**config.mk**
```make
export PLATFORM = sky130hd
export DESIGN_NAME = etc_top
export DESIGN_NICKNAME = d
export VERILOG_FILES = /design/src/core/etc_pkg.sv /design/src/core/etc_top.sv
export SDC_FILE = /design/constraint.sdc
export NUM_CORES = 1
export LEC_CHECK = 0
export ABC_AREA = 1
export BUFFER_PORTS_ARGS = -buffer_cell sky130_fd_sc_hd__buf_2
export CAP_MARGIN = 20
export CORE_UTILIZATION = 45
export CTS_CLUSTER_SIZE = 12
export DETAILED_ROUTE_END_ITERATION = 8
export PLACE_DENSITY = 0.64
export SLEW_MARGIN = 20
export SYNTH_ARGS = -nofsm -noshare
export SYNTH_HDL_FRONTEND = slang
export SYNTH_SLANG_ARGS = --single-unit
export TNS_END_PERCENT = 1
```
**constraint.sdc**
```tcl
create_clock -name ref_clk -period 2.2 [get_ports ref_clk]
set_input_delay 0.11 -clock ref_clk [delete_from_list [all_inputs] [get_ports ref_clk]]
set_output_delay 0.11 -clock ref_clk [all_outputs]
set_load 0.02 [all_outputs]
```
**src/core/etc_pkg.sv**
```systemverilog
package etc_pkg;

   // Timing of the management clock
   localparam int CLK_NS            = 4;
   localparam int MDC_HIGH_MIN_NS   = 160;
   localparam int MDC_PERIOD_MIN_NS = 400;
   localparam int HALF_A = (MDC_HIGH_MIN_NS + CLK_NS - 1) / CLK_NS;
   localparam int HALF_B = (MDC_PERIOD_MIN_NS / 2 + CLK_NS - 1) / CLK_NS;
   localparam logic [5:0] MDC_HALF_CYC = 6'(HALF_A > HALF_B ? HALF_A : HALF_B);

   // Strap capture delay after reset release
   localparam logic [1:0] STRAP_SETTLE = 2'h2;

   // Frame layout
   localparam logic [31:0] PREAMBLE  = 32'hFFFFFFFF;
   localparam logic [5:0]  PRE_MIN   = 6'h20;
   localparam logic [1:0]  SOF       = 2'h1;
   localparam logic [1:0]  OP_READ   = 2'h2;
   localparam logic [1:0]  OP_WRITE  = 2'h1;
   localparam logic [1:0]  TA_WRITE  = 2'h2;
   localparam logic [6:0]  BIT_TA    = 7'h2E;
   localparam logic [6:0]  BIT_DATA  = 7'h30;
   localparam logic [6:0]  BIT_LAST  = 7'h3F;
   localparam logic [4:0]  HDR_LAST  = 5'h0C;
   localparam logic [4:0]  RD_TA     = 5'h01;
   localparam logic [4:0]  RD_END    = 5'h12;
   localparam logic [4:0]  WR_LAST   = 5'h11;

   // Bus register offsets
   localparam logic [7:0] A_CFG      = 8'h00;
   localparam logic [7:0] A_CTRL     = 8'h04;
   localparam logic [7:0] A_DATA     = 8'h08;
   localparam logic [7:0] A_STAT     = 8'h0C;
   localparam logic [7:0] A_PHY_CTRL = 8'h10;

   // Local PHY register file
   localparam logic [4:0]  PR_CTRL  = 5'h00;
   localparam logic [4:0]  PR_STAT  = 5'h01;
   localparam logic [15:0] PHY_STAT_VAL = 16'h7809;
   localparam int B_SPD_LO = 13;
   localparam int B_ANEG   = 12;
   localparam int B_ISO    = 10;
   localparam int B_DUPLEX = 8;
   localparam int B_SPD_HI = 6;

   // Interface select codes
   localparam logic [1:0] IF_RGMII    = 2'h0;
   localparam logic [1:0] IF_RGMII_DL = 2'h1;
   localparam logic [1:0] IF_MII      = 2'h3;

   typedef struct packed {
      logic       role;
      logic [1:0] if_sel;
      logic [1:0] speed;
      logic [1:0] addr;
      logic       iso;
      logic       aneg;
      logic       duplex;
   } etc_strap_s;

   typedef struct packed {
      logic       valid;
      logic       is_mac;
      logic       rgmii;
      logic       rx_delay;
      logic       mii;
      logic [1:0] speed;
      logic [4:0] mgmt_addr;
      logic       isolate;
      logic       aneg;
      logic       full_duplex;
   } etc_cfg_s;

   typedef enum logic [1:0] {
      P_PRE = 2'b00,
      P_HDR = 2'b01,
      P_RD  = 2'b10,
      P_WR  = 2'b11
   } etc_phy_e;

endpackage

```
**src/core/etc_top.sv**
```systemverilog
// Implementation choices: the register addresses and the AHB-Lite slave port.
`timescale 1ns/100ps
module etc_top (
   // Clock and reset
   input  wire logic              ref_clk,
   input  wire logic              reset,
   // AHB-Lite slave
   input  wire logic              hsel,
   input  wire logic [31:0]       haddr,
   input  wire logic [1:0]        htrans,
   input  wire logic              hwrite,
   input  wire logic [2:0]        hsize,
   input  wire logic [31:0]       hwdata,
   input  wire logic              hready,
   output logic                   hreadyout,
   output logic [31:0]            hrdata,
   output logic                   hresp,
   // Configuration straps
   input  wire etc_pkg::etc_strap_s straps,
   output etc_pkg::etc_cfg_s      cfg,
   // Management clock pin
   input  wire logic              mdc_in,
   output logic                   mdc_out,
   output logic                   mdc_oe,
   // Management data pin
   input  wire logic              mdio_in,
   output logic                   mdio_out,
   output logic                   mdio_oe,
   // Host transmit side and isolation
   input  wire logic              host_transmit_enable,
   input  wire logic [3:0]        host_transmit_data,
   output logic                   tx_enable_q,
   output logic [3:0]             tx_data_q,
   output logic                   host_rx_oe
);

   typedef struct packed {
      logic [1:0]          rst_cnt;
      logic                captured;
      etc_pkg::etc_strap_s strap_m;
      etc_pkg::etc_strap_s strap_s;
      etc_pkg::etc_strap_s strap;
      logic [15:0]         phy_ctrl;
      logic [4:0]          tx_m;
      logic [4:0]          tx_s;
      logic [4:0]          tx_q;
      logic                mdc_m;
      logic                mdc_s;
      logic                mdc_p;
      logic                dio_m;
      logic                dio_s;
      logic [5:0]          div;
      logic                mdc_o;
      logic [6:0]          bit_n;
      logic [63:0]         sh;
      logic                busy;
      logic                done;
      logic                st_rd;
      logic [4:0]          st_pa;
      logic [4:0]          st_ra;
      logic [15:0]         wdata;
      logic [15:0]         rdata;
      logic                st_o;
      logic                st_oe;
      etc_pkg::etc_phy_e   pst;
      logic [5:0]          ones;
      logic [4:0]          pcnt;
      logic [12:0]         hdr;
      logic [15:0]         psh;
      logic                p_o;
      logic                p_oe;
      logic                ph_wr;
      logic [7:0]          ph_addr;
      logic [31:0]         rd_q;
   } etc_state_s;

   etc_state_s s;
   etc_state_s next_s;

   // Local PHY register read; reg0 is the live control word, reg1 a fixed
   // status pattern, and every other register reads as zero
   function automatic logic [15:0] phy_reg(input logic [4:0] ra, input logic [15:0] ctrl);
      logic [15:0] v;
      v = 16'h0000;
      if (ra == etc_pkg::PR_CTRL) begin
         v = ctrl;
      end else if (ra == etc_pkg::PR_STAT) begin
         v = etc_pkg::PHY_STAT_VAL;
      end
      return v;
   endfunction

   // Strap decode; PHY-only fields forced to zero in MAC role
   always_comb begin
      cfg.valid       = s.captured;
      cfg.is_mac      = s.strap.role;
      cfg.rgmii       = s.strap.if_sel == etc_pkg::IF_RGMII ||
                        s.strap.if_sel == etc_pkg::IF_RGMII_DL;
      cfg.rx_delay    = s.strap.if_sel == etc_pkg::IF_RGMII_DL;
      cfg.mii         = s.strap.if_sel == etc_pkg::IF_MII;
      cfg.speed       = s.strap.role ? 2'h0 : s.strap.speed;
      cfg.mgmt_addr   = s.strap.role ? 5'h00 : {s.strap.addr, 3'h0};
      cfg.isolate     = !s.strap.role && s.phy_ctrl[etc_pkg::B_ISO];
      cfg.aneg        = !s.strap.role && s.phy_ctrl[etc_pkg::B_ANEG];
      cfg.full_duplex = !s.strap.role && s.phy_ctrl[etc_pkg::B_DUPLEX];
   end

   // Next-state logic for the whole block
   always_comb begin
      logic        acc;
      logic        rise;
      logic        fall;
      logic        is_phy;
      logic [63:0] frame;
      logic [12:0] h;
      logic [15:0] w;
      acc    = hsel && htrans[1] && hready;
      rise   = s.mdc_s && !s.mdc_p;
      fall   = !s.mdc_s && s.mdc_p;
      is_phy = s.captured && !s.strap.role;
      frame  = 64'h0;
      h      = {s.hdr[11:0], s.dio_s};
      w      = {s.psh[14:0], s.dio_s};
      next_s = s;

      // Two-stage synchronisers for the straps, host transmit and management pins
      next_s.strap_m = straps;
      next_s.strap_s = s.strap_m;
      next_s.tx_m    = {host_transmit_enable, host_transmit_data};
      next_s.tx_s    = s.tx_m;
      next_s.mdc_m   = mdc_in;
      next_s.mdc_s   = s.mdc_m;
      next_s.mdc_p   = s.mdc_s;
      next_s.dio_m   = mdio_in;
      next_s.dio_s   = s.dio_m;

      // Straps caught a settled interval after reset release
      // The settle count lets the strap synchronisers fill before the capture
      if (!s.captured) begin
         next_s.rst_cnt = s.rst_cnt + 2'h1;
         if (s.rst_cnt == etc_pkg::STRAP_SETTLE) begin
            next_s.captured = 1'b1;
            next_s.strap    = s.strap_s;
            next_s.phy_ctrl = 16'h0000;
            if (!s.strap_s.role) begin
               next_s.phy_ctrl[etc_pkg::B_SPD_LO] = s.strap_s.speed[0];
               next_s.phy_ctrl[etc_pkg::B_SPD_HI] = s.strap_s.speed[1];
               next_s.phy_ctrl[etc_pkg::B_ANEG]   = s.strap_s.aneg;
               next_s.phy_ctrl[etc_pkg::B_ISO]    = s.strap_s.iso;
               next_s.phy_ctrl[etc_pkg::B_DUPLEX] = s.strap_s.duplex;
            end
         end
      end

      // Isolated PHY drops host transmit inputs
      // The synchronised copy is still kept, so leaving isolation resumes cleanly
      if (is_phy && !s.phy_ctrl[etc_pkg::B_ISO]) begin
         next_s.tx_q = s.tx_s;
      end else begin
         next_s.tx_q = 5'h00;
      end

      // Bus address phase; read data prepared for the data phase
      // Only the low address byte is decoded, so the map repeats upward
      next_s.ph_wr = acc && hwrite;
      next_s.ph_addr = haddr[7:0];
      if (acc && !hwrite) begin
         if (haddr[7:0] == etc_pkg::A_CFG) begin
            next_s.rd_q = {17'h0, cfg};
         end else if (haddr[7:0] == etc_pkg::A_CTRL) begin
            next_s.rd_q = {20'h0, s.st_ra, s.st_pa, s.st_rd, 1'b0};
         end else if (haddr[7:0] == etc_pkg::A_DATA) begin
            next_s.rd_q = {16'h0, s.rdata};
         end else if (haddr[7:0] == etc_pkg::A_STAT) begin
            next_s.rd_q = {30'h0, s.done, s.busy};
         end else if (haddr[7:0] == etc_pkg::A_PHY_CTRL) begin
            next_s.rd_q = {16'h0, s.phy_ctrl};
         end else begin
            next_s.rd_q = 32'h0;
         end
      end

      // Bus data phase writes; a refused start (busy, PHY role, straps not
      // yet caught) is dropped silently, so software polls the status word
      if (s.ph_wr) begin
         if (s.ph_addr == etc_pkg::A_CTRL) begin
            if (hwdata[0] && !s.busy && s.captured && s.strap.role) begin
               next_s.busy  = 1'b1;
               next_s.st_rd = hwdata[1];
               next_s.st_pa = hwdata[6:2];
               next_s.st_ra = hwdata[11:7];
               frame = {etc_pkg::PREAMBLE, etc_pkg::SOF,
                        hwdata[1] ? etc_pkg::OP_READ : etc_pkg::OP_WRITE,
                        hwdata[6:2], hwdata[11:7],
                        hwdata[1] ? 2'h3 : etc_pkg::TA_WRITE,
                        hwdata[1] ? 16'hFFFF : s.wdata};
               next_s.sh    = frame;
               next_s.bit_n = 7'h00;
               next_s.div   = 6'h00;
               next_s.mdc_o = 1'b0;
               next_s.st_o  = frame[63];
               next_s.st_oe = 1'b1;
            end
         end else if (s.ph_addr == etc_pkg::A_DATA) begin
            next_s.wdata = hwdata[15:0];
         end else if (s.ph_addr == etc_pkg::A_STAT) begin
            if (hwdata[1]) begin
               next_s.done = 1'b0;
            end
         end else if (s.ph_addr == etc_pkg::A_PHY_CTRL) begin
            next_s.phy_ctrl = hwdata[15:0];
         end
      end

      // Station: MDC from a divider, bits change on the falling edge
      // Runs after the bus writes so a frame end beats a done clear in one cycle
      // The clock idles low between frames; each half is a whole divider span
      if (s.busy) begin
         if (s.div == etc_pkg::MDC_HALF_CYC - 6'h01) begin
            next_s.div   = 6'h00;
            next_s.mdc_o = !s.mdc_o;
            if (!s.mdc_o) begin
               // Rising edge: PHY data has been stable a half period
               if (s.st_rd && s.bit_n >= etc_pkg::BIT_DATA) begin
                  next_s.rdata = {s.rdata[14:0], s.dio_s};
               end
            end else if (s.bit_n == etc_pkg::BIT_LAST) begin
               next_s.busy  = 1'b0;
               next_s.done  = 1'b1;
               next_s.st_oe = 1'b0;
            end else begin
               next_s.bit_n = s.bit_n + 7'h01;
               next_s.sh    = {s.sh[62:0], 1'b0};
               next_s.st_o  = s.sh[62];
               if (s.st_rd && s.bit_n + 7'h01 >= etc_pkg::BIT_TA) begin
                  next_s.st_oe = 1'b0;
               end
            end
         end else begin
            next_s.div = s.div + 6'h01;
         end
      end

      // Managed PHY: decode frames on the synchronised MDC
      // Pin edges are seen three cycles late, which the slow MDC easily absorbs;
      // a frame the station abandons leaves the decoder waiting for more edges
      // MDIO writes to reg0 sit after the bus writes, so they win a tie
      if (!is_phy) begin
         next_s.pst  = etc_pkg::P_PRE;
         next_s.ones = 6'h00;
         next_s.p_oe = 1'b0;
      end else begin
         case (s.pst)
            etc_pkg::P_PRE: begin
               if (rise) begin
                  if (s.dio_s) begin
                     if (s.ones != 6'h3F) begin
                        next_s.ones = s.ones + 6'h01;
                     end
                  end else begin
                     next_s.ones = 6'h00;
                     if (s.ones >= etc_pkg::PRE_MIN) begin
                        next_s.pst  = etc_pkg::P_HDR;
                        next_s.pcnt = 5'h00;
                     end
                  end
               end
            end
            etc_pkg::P_HDR: begin
               if (rise) begin
                  next_s.hdr  = h;
                  next_s.pcnt = s.pcnt + 5'h01;
                  if (s.pcnt == etc_pkg::HDR_LAST) begin
                     next_s.pcnt = 5'h00;
                     next_s.pst  = etc_pkg::P_PRE;
                     if (h[12] && h[9:5] == cfg.mgmt_addr) begin
                        if (h[11:10] == etc_pkg::OP_READ) begin
                           next_s.pst = etc_pkg::P_RD;
                           next_s.psh = phy_reg(h[4:0], s.phy_ctrl);
                        end else if (h[11:10] == etc_pkg::OP_WRITE) begin
                           next_s.pst = etc_pkg::P_WR;
                        end
                     end
                  end
               end
            end
            etc_pkg::P_RD: begin
               if (fall) begin
                  next_s.pcnt = s.pcnt + 5'h01;
                  if (s.pcnt == etc_pkg::RD_TA) begin
                     next_s.p_oe = 1'b1;
                     next_s.p_o  = 1'b0;
                  end else if (s.pcnt == etc_pkg::RD_END) begin
                     next_s.p_oe = 1'b0;
                     next_s.pst  = etc_pkg::P_PRE;
                  end else if (s.pcnt > etc_pkg::RD_TA) begin
                     next_s.p_o = s.psh[15];
                     next_s.psh = {s.psh[14:0], 1'b0};
                  end
               end
            end
            etc_pkg::P_WR: begin
               if (rise) begin
                  next_s.psh  = w;
                  next_s.pcnt = s.pcnt + 5'h01;
                  if (s.pcnt == etc_pkg::WR_LAST) begin
                     next_s.pst = etc_pkg::P_PRE;
                     if (s.hdr[4:0] == etc_pkg::PR_CTRL) begin
                        next_s.phy_ctrl = w;
                     end
                  end
               end
            end
            default: begin
               next_s.pst = etc_pkg::P_PRE;
            end
         endcase
      end
   end

   // State register, synchronous reset
   // Reset clears the capture flag, so straps are caught again on release
   always_ff @(posedge ref_clk) begin
      if (reset) begin
         s <= '0;
      end else begin
         s <= next_s;
      end
   end

   // Pin and bus outputs
   // Zero wait states: every access completes in its first data phase
   assign hreadyout   = 1'b1;
   assign hresp       = 1'b0;
   assign hrdata      = s.rd_q;
   assign mdc_out     = s.mdc_o;
   assign mdc_oe      = s.captured && s.strap.role;
   // Data line follows the role: station bits or the managed answer
   assign mdio_out    = s.strap.role ? s.st_o : s.p_o;
   assign mdio_oe     = s.captured && (s.strap.role ? s.st_oe : s.p_oe);
   assign tx_enable_q = s.tx_q[4];
   assign tx_data_q   = s.tx_q[3:0];
   // Receive-side outputs float while isolated
   assign host_rx_oe  = s.captured && !s.strap.role &&
                        !s.phy_ctrl[etc_pkg::B_ISO];

endmodule

```
==> results.py <==
metrics = {
    "routing": {
        "post_drt_via_cell_ratio": 4.98,
        "ant_nets": 0,
        "wirelength_microns": 28900,
        "wire_per_inst_microns": 14.2,
        "dr.pass1.iters": 7,
        "routed-via-count": 10100,
        "drtIter0Drc": 701,
        "drc": 0,
    },
    "floorplan": {
        "die_x_microns": 162,
        "die_area_sq_um": 26400,
        "initial_core_util": 0.460,
        "core_area_sq_um": 25200,
        "die_h_microns": 162,
        "ios": 150,
        "rows": 58,
    },
    "cts": {
        "cts_tree": "yes",
        "htree_levels": 1,
        "clk_path_buf_depth": 3,
        "clk_latency_ns": 0.54,
        "cts_root_buf": "clkbuf_16",
        "cts_buffers": 28,
        "clk_pin_slew_ns": 0.06,
        "clock-sinks": 258,
    },
    "yosys": {
        "yosysTopAreaCell": "dfxtp_1",
        "netlist_instances": 1597,
        "yosysWarnings": 0,
        "syn_area_sq_um": 11600,
        "yosysSeqAreaShare": 0.446,
        "synth_top_area_frac": 0.446,
        "synth.distinct_cells": 49,
        "ys_ff_latch": 258,
        "ys_top_cells_by_area": "dfxtp_1 (45%), nand2_1 (8.3%), o21ai_0 (6.8%)",
        "syn_avg_cell_area_sq_um": 7.25,
    },
    "sta": {
        "fmax_mhz": 506,
        "clock_skew_ns": 0.0172,
        "slew_violations": 0,
        "finalSetupViolations": 0,
        "rsz0062_at_grt": "no",
        "slew_headroom": 0.589,
        "hold_violations": 0,
        "setup_tns_ns": 0,
        "tightest_slew_ns": 0.615,
        "fin_crit_ns": 1.98,
        "period_share": 0.898,
    },
    "cells_and_area": {
        "layout-drive-gt1-share": 0.133,
        "diodes": 0,
        "finalNetCount": 1792,
        "postLayoutCoreUtil": 0.536,
        "areaGrowthSynthToFinish_pct": 16.6,
        "n_fill_cell": 2424,
        "seqCellArea_sq_um": 5160,
        "multi_input_area_sq_um": 4960,
    },
    "critical_path": {
        "arrival_ns": 2.41,
        "critPathMaxStageDelay_ns": 0.56,
        "worstSetupStartpointType": "flop",
        "crit_family": "simple AND/OR/NAND/NOR gates",
        "cp_common_cell": "buf_4",
        "crit_path_end_kind": "flop",
        "path_buf_inv": 2,
        "crit_chain": "nand2_1, nor4_2, nand2_2, buf_4, buf_4, a21oi_1, nor2_1",
        "worst_path_max_delay_cell": "dfxtp_1",
        "crit_type": "reg2reg",
        "path_max_fanout": 23,
        "cp.required_ns": 2.63,
    },
    "pwr": {
        "power_leakage_uw": 0.00541,
        "ir_drop_mv": 0.557,
        "power_density_nw_per_um2": 771,
    },
    "placement": {
        "dp.final_hpwl_microns": 19800,
        "io_buffers": 84,
        "gp_congestion": 0.937,
    },
    "min_path": {
        "hold_class": "in2reg",
    },
    "run": {
        "cap_viol_max_count": 0,
    },
    "grt": {
        "grt_pass1_wl_microns": 46500,
        "grt_pass1_vias": 9348,
        "grt_max_degree": 63,
        "grt_overflow": 0,
        "grt_use_total": 0.216,
        "grt_antenna_before_repair": 0,
    },
    "run_status": {
        "status": "finished, final reports clean",
    },
}
[synth_stat cells (all sizes together)]
cell type and count:
nor4 3, nand3 95, a22oi 3, o21a 1, nor3 13, inv 213, nor2 201, o41ai 1
a22o 1, o32ai 1, nand2 261, buf 81, o31ai 1, o221ai 1, clkbuf 39, or2 2
or3 1, xnor2 1, a31oi 28, xor2 1, nand3b 3, clkinv 4, nand4 13, o21ai 166
conb 2, o22ai 3, o211ai 5, dfxtp 258, ha 14, a21oi 176, a211oi 5
[sequential cells by signal, indices dropped and copies added (netlist names)]
register / flops
hrdata: 16
mdc_out: 1
tx_data_q: 4
cfg: 2
s: 216
next_s: 18
tx_enable_q: 1
[cell usage in the layout, fill, tap and decap left out, types with 5 or more instances in the layout]
master and instances:
nor2_4 6, o21ai_1 8, a21oi_2 20, nand3_1 93, conb_1 21, clkinv_2 7, dlygate4sd3_1 46, ha_1 14
clkbuf_16 29, o211ai_1 5, nand2_2 6, nand4_1 12, clkbuf_8 10, nor2_2 8, buf_2 83, nor3_1 8
inv_1 199, a31oi_1 28, buf_4 25, o21ai_0 158, a21oi_1 156, buf_12 7, nand2_1 255, nor2_1 187
a211oi_1 5, inv_2 12, dfxtp_1 258
[cells by family (layout without fill, tap and decap cells)]
kind of cell	count (synthesis)	count (layout)	share of synthesized area
and+or+nand+nor	592	592	0.221
AOI/OAI and AO/OA	392	392	0.184
buffers and inverters	337	426	0.131
DFF	258	258	0.446
adders and majority gates	14	14	0.0151
other	2	21	0.000649
xor gates and xnor gates	2	2	0.00151
[stage by stage]
| step | cells | cell area (sq um) | hold WS, ns | power (uW) | setup slack [ns] |
|---|---|---|---|---|---|
| 6_report | 2035 | 13500 | 0.146 | 10400 | 0.224 |
| 5_1_grt | 2035 | 13500 | 0.162 | 10800 | 0.0809 |
| 4_1_cts | 2035 | 13500 | 0.127 | 10500 | 0.209 |
| 3_5_place_dp | 1941 | 12100 | 0.317 | 5780 | 0.214 |
| 3_3_place_gp | 1941 | 12100 | 0.309 | 5760 | 0.242 |
| 2_1_floorplan | 1616 | 11600 | 0.217 | 5520 | 0.564 |
[power breakdown]
group | internal, uW | switching (uW)
registers | 4780 | 72.1
clock network | 2830 | 1840
logic | 290 | 601
total | 7900 | 2510
[metal layers]
layer,track usage,vias up,wire length [microns]
met5,0,-,0
met4,0.0660,0,802
met3,0.0290,54,1380
met2,0.366,219,13600
met1,0.285,4606,13100
li1,-,5261,-
[worst min-delay path, cell delays in order]
cell,delay [ns]
buf_2,0.10
nand3_1,0.07
nor2_1,0.05
buf_4,0.17
nand2_1,0.07
a21oi_1,0.05
[worst paths after layout]
check	start	endpoint	slack, ns	cells after the start
hold reg to reg	next_s[264]$_SDFF_PP0_	s[264]$_SDFF_PP0_	0.40	2
setup / recovery	cfg[13]$_SDFFE_PP0P_	s[148]$_SDFF_PP0_	0.22	7
setup reg to reg	cfg[13]$_SDFFE_PP0P_	s[148]$_SDFF_PP0_	0.22	7
hold / removal	htrans[1]	hrdata[5]$_SDFFE_PP0P_	0.15	6
[repair_timing]
action | CTS | global route
buffers inserted | 0 | 0
setup endpoints to repair | 0 | 1
endpoints found under the hold margin | 84 | 0
resized for setup | 0 | 1
hold buffers | 46 | 0
[layout make-up]
class                   instances  area share
clock buffers                  42      0.0648
clock inverters                 6     0.00408
inverters                     217      0.0609
multi-input cells            1021       0.368
flip-flops and latches        258       0.383
well taps                     330      0.0306
repair buffers                161      0.0892
No activity file was read; power rests on OpenSTA's default activity.
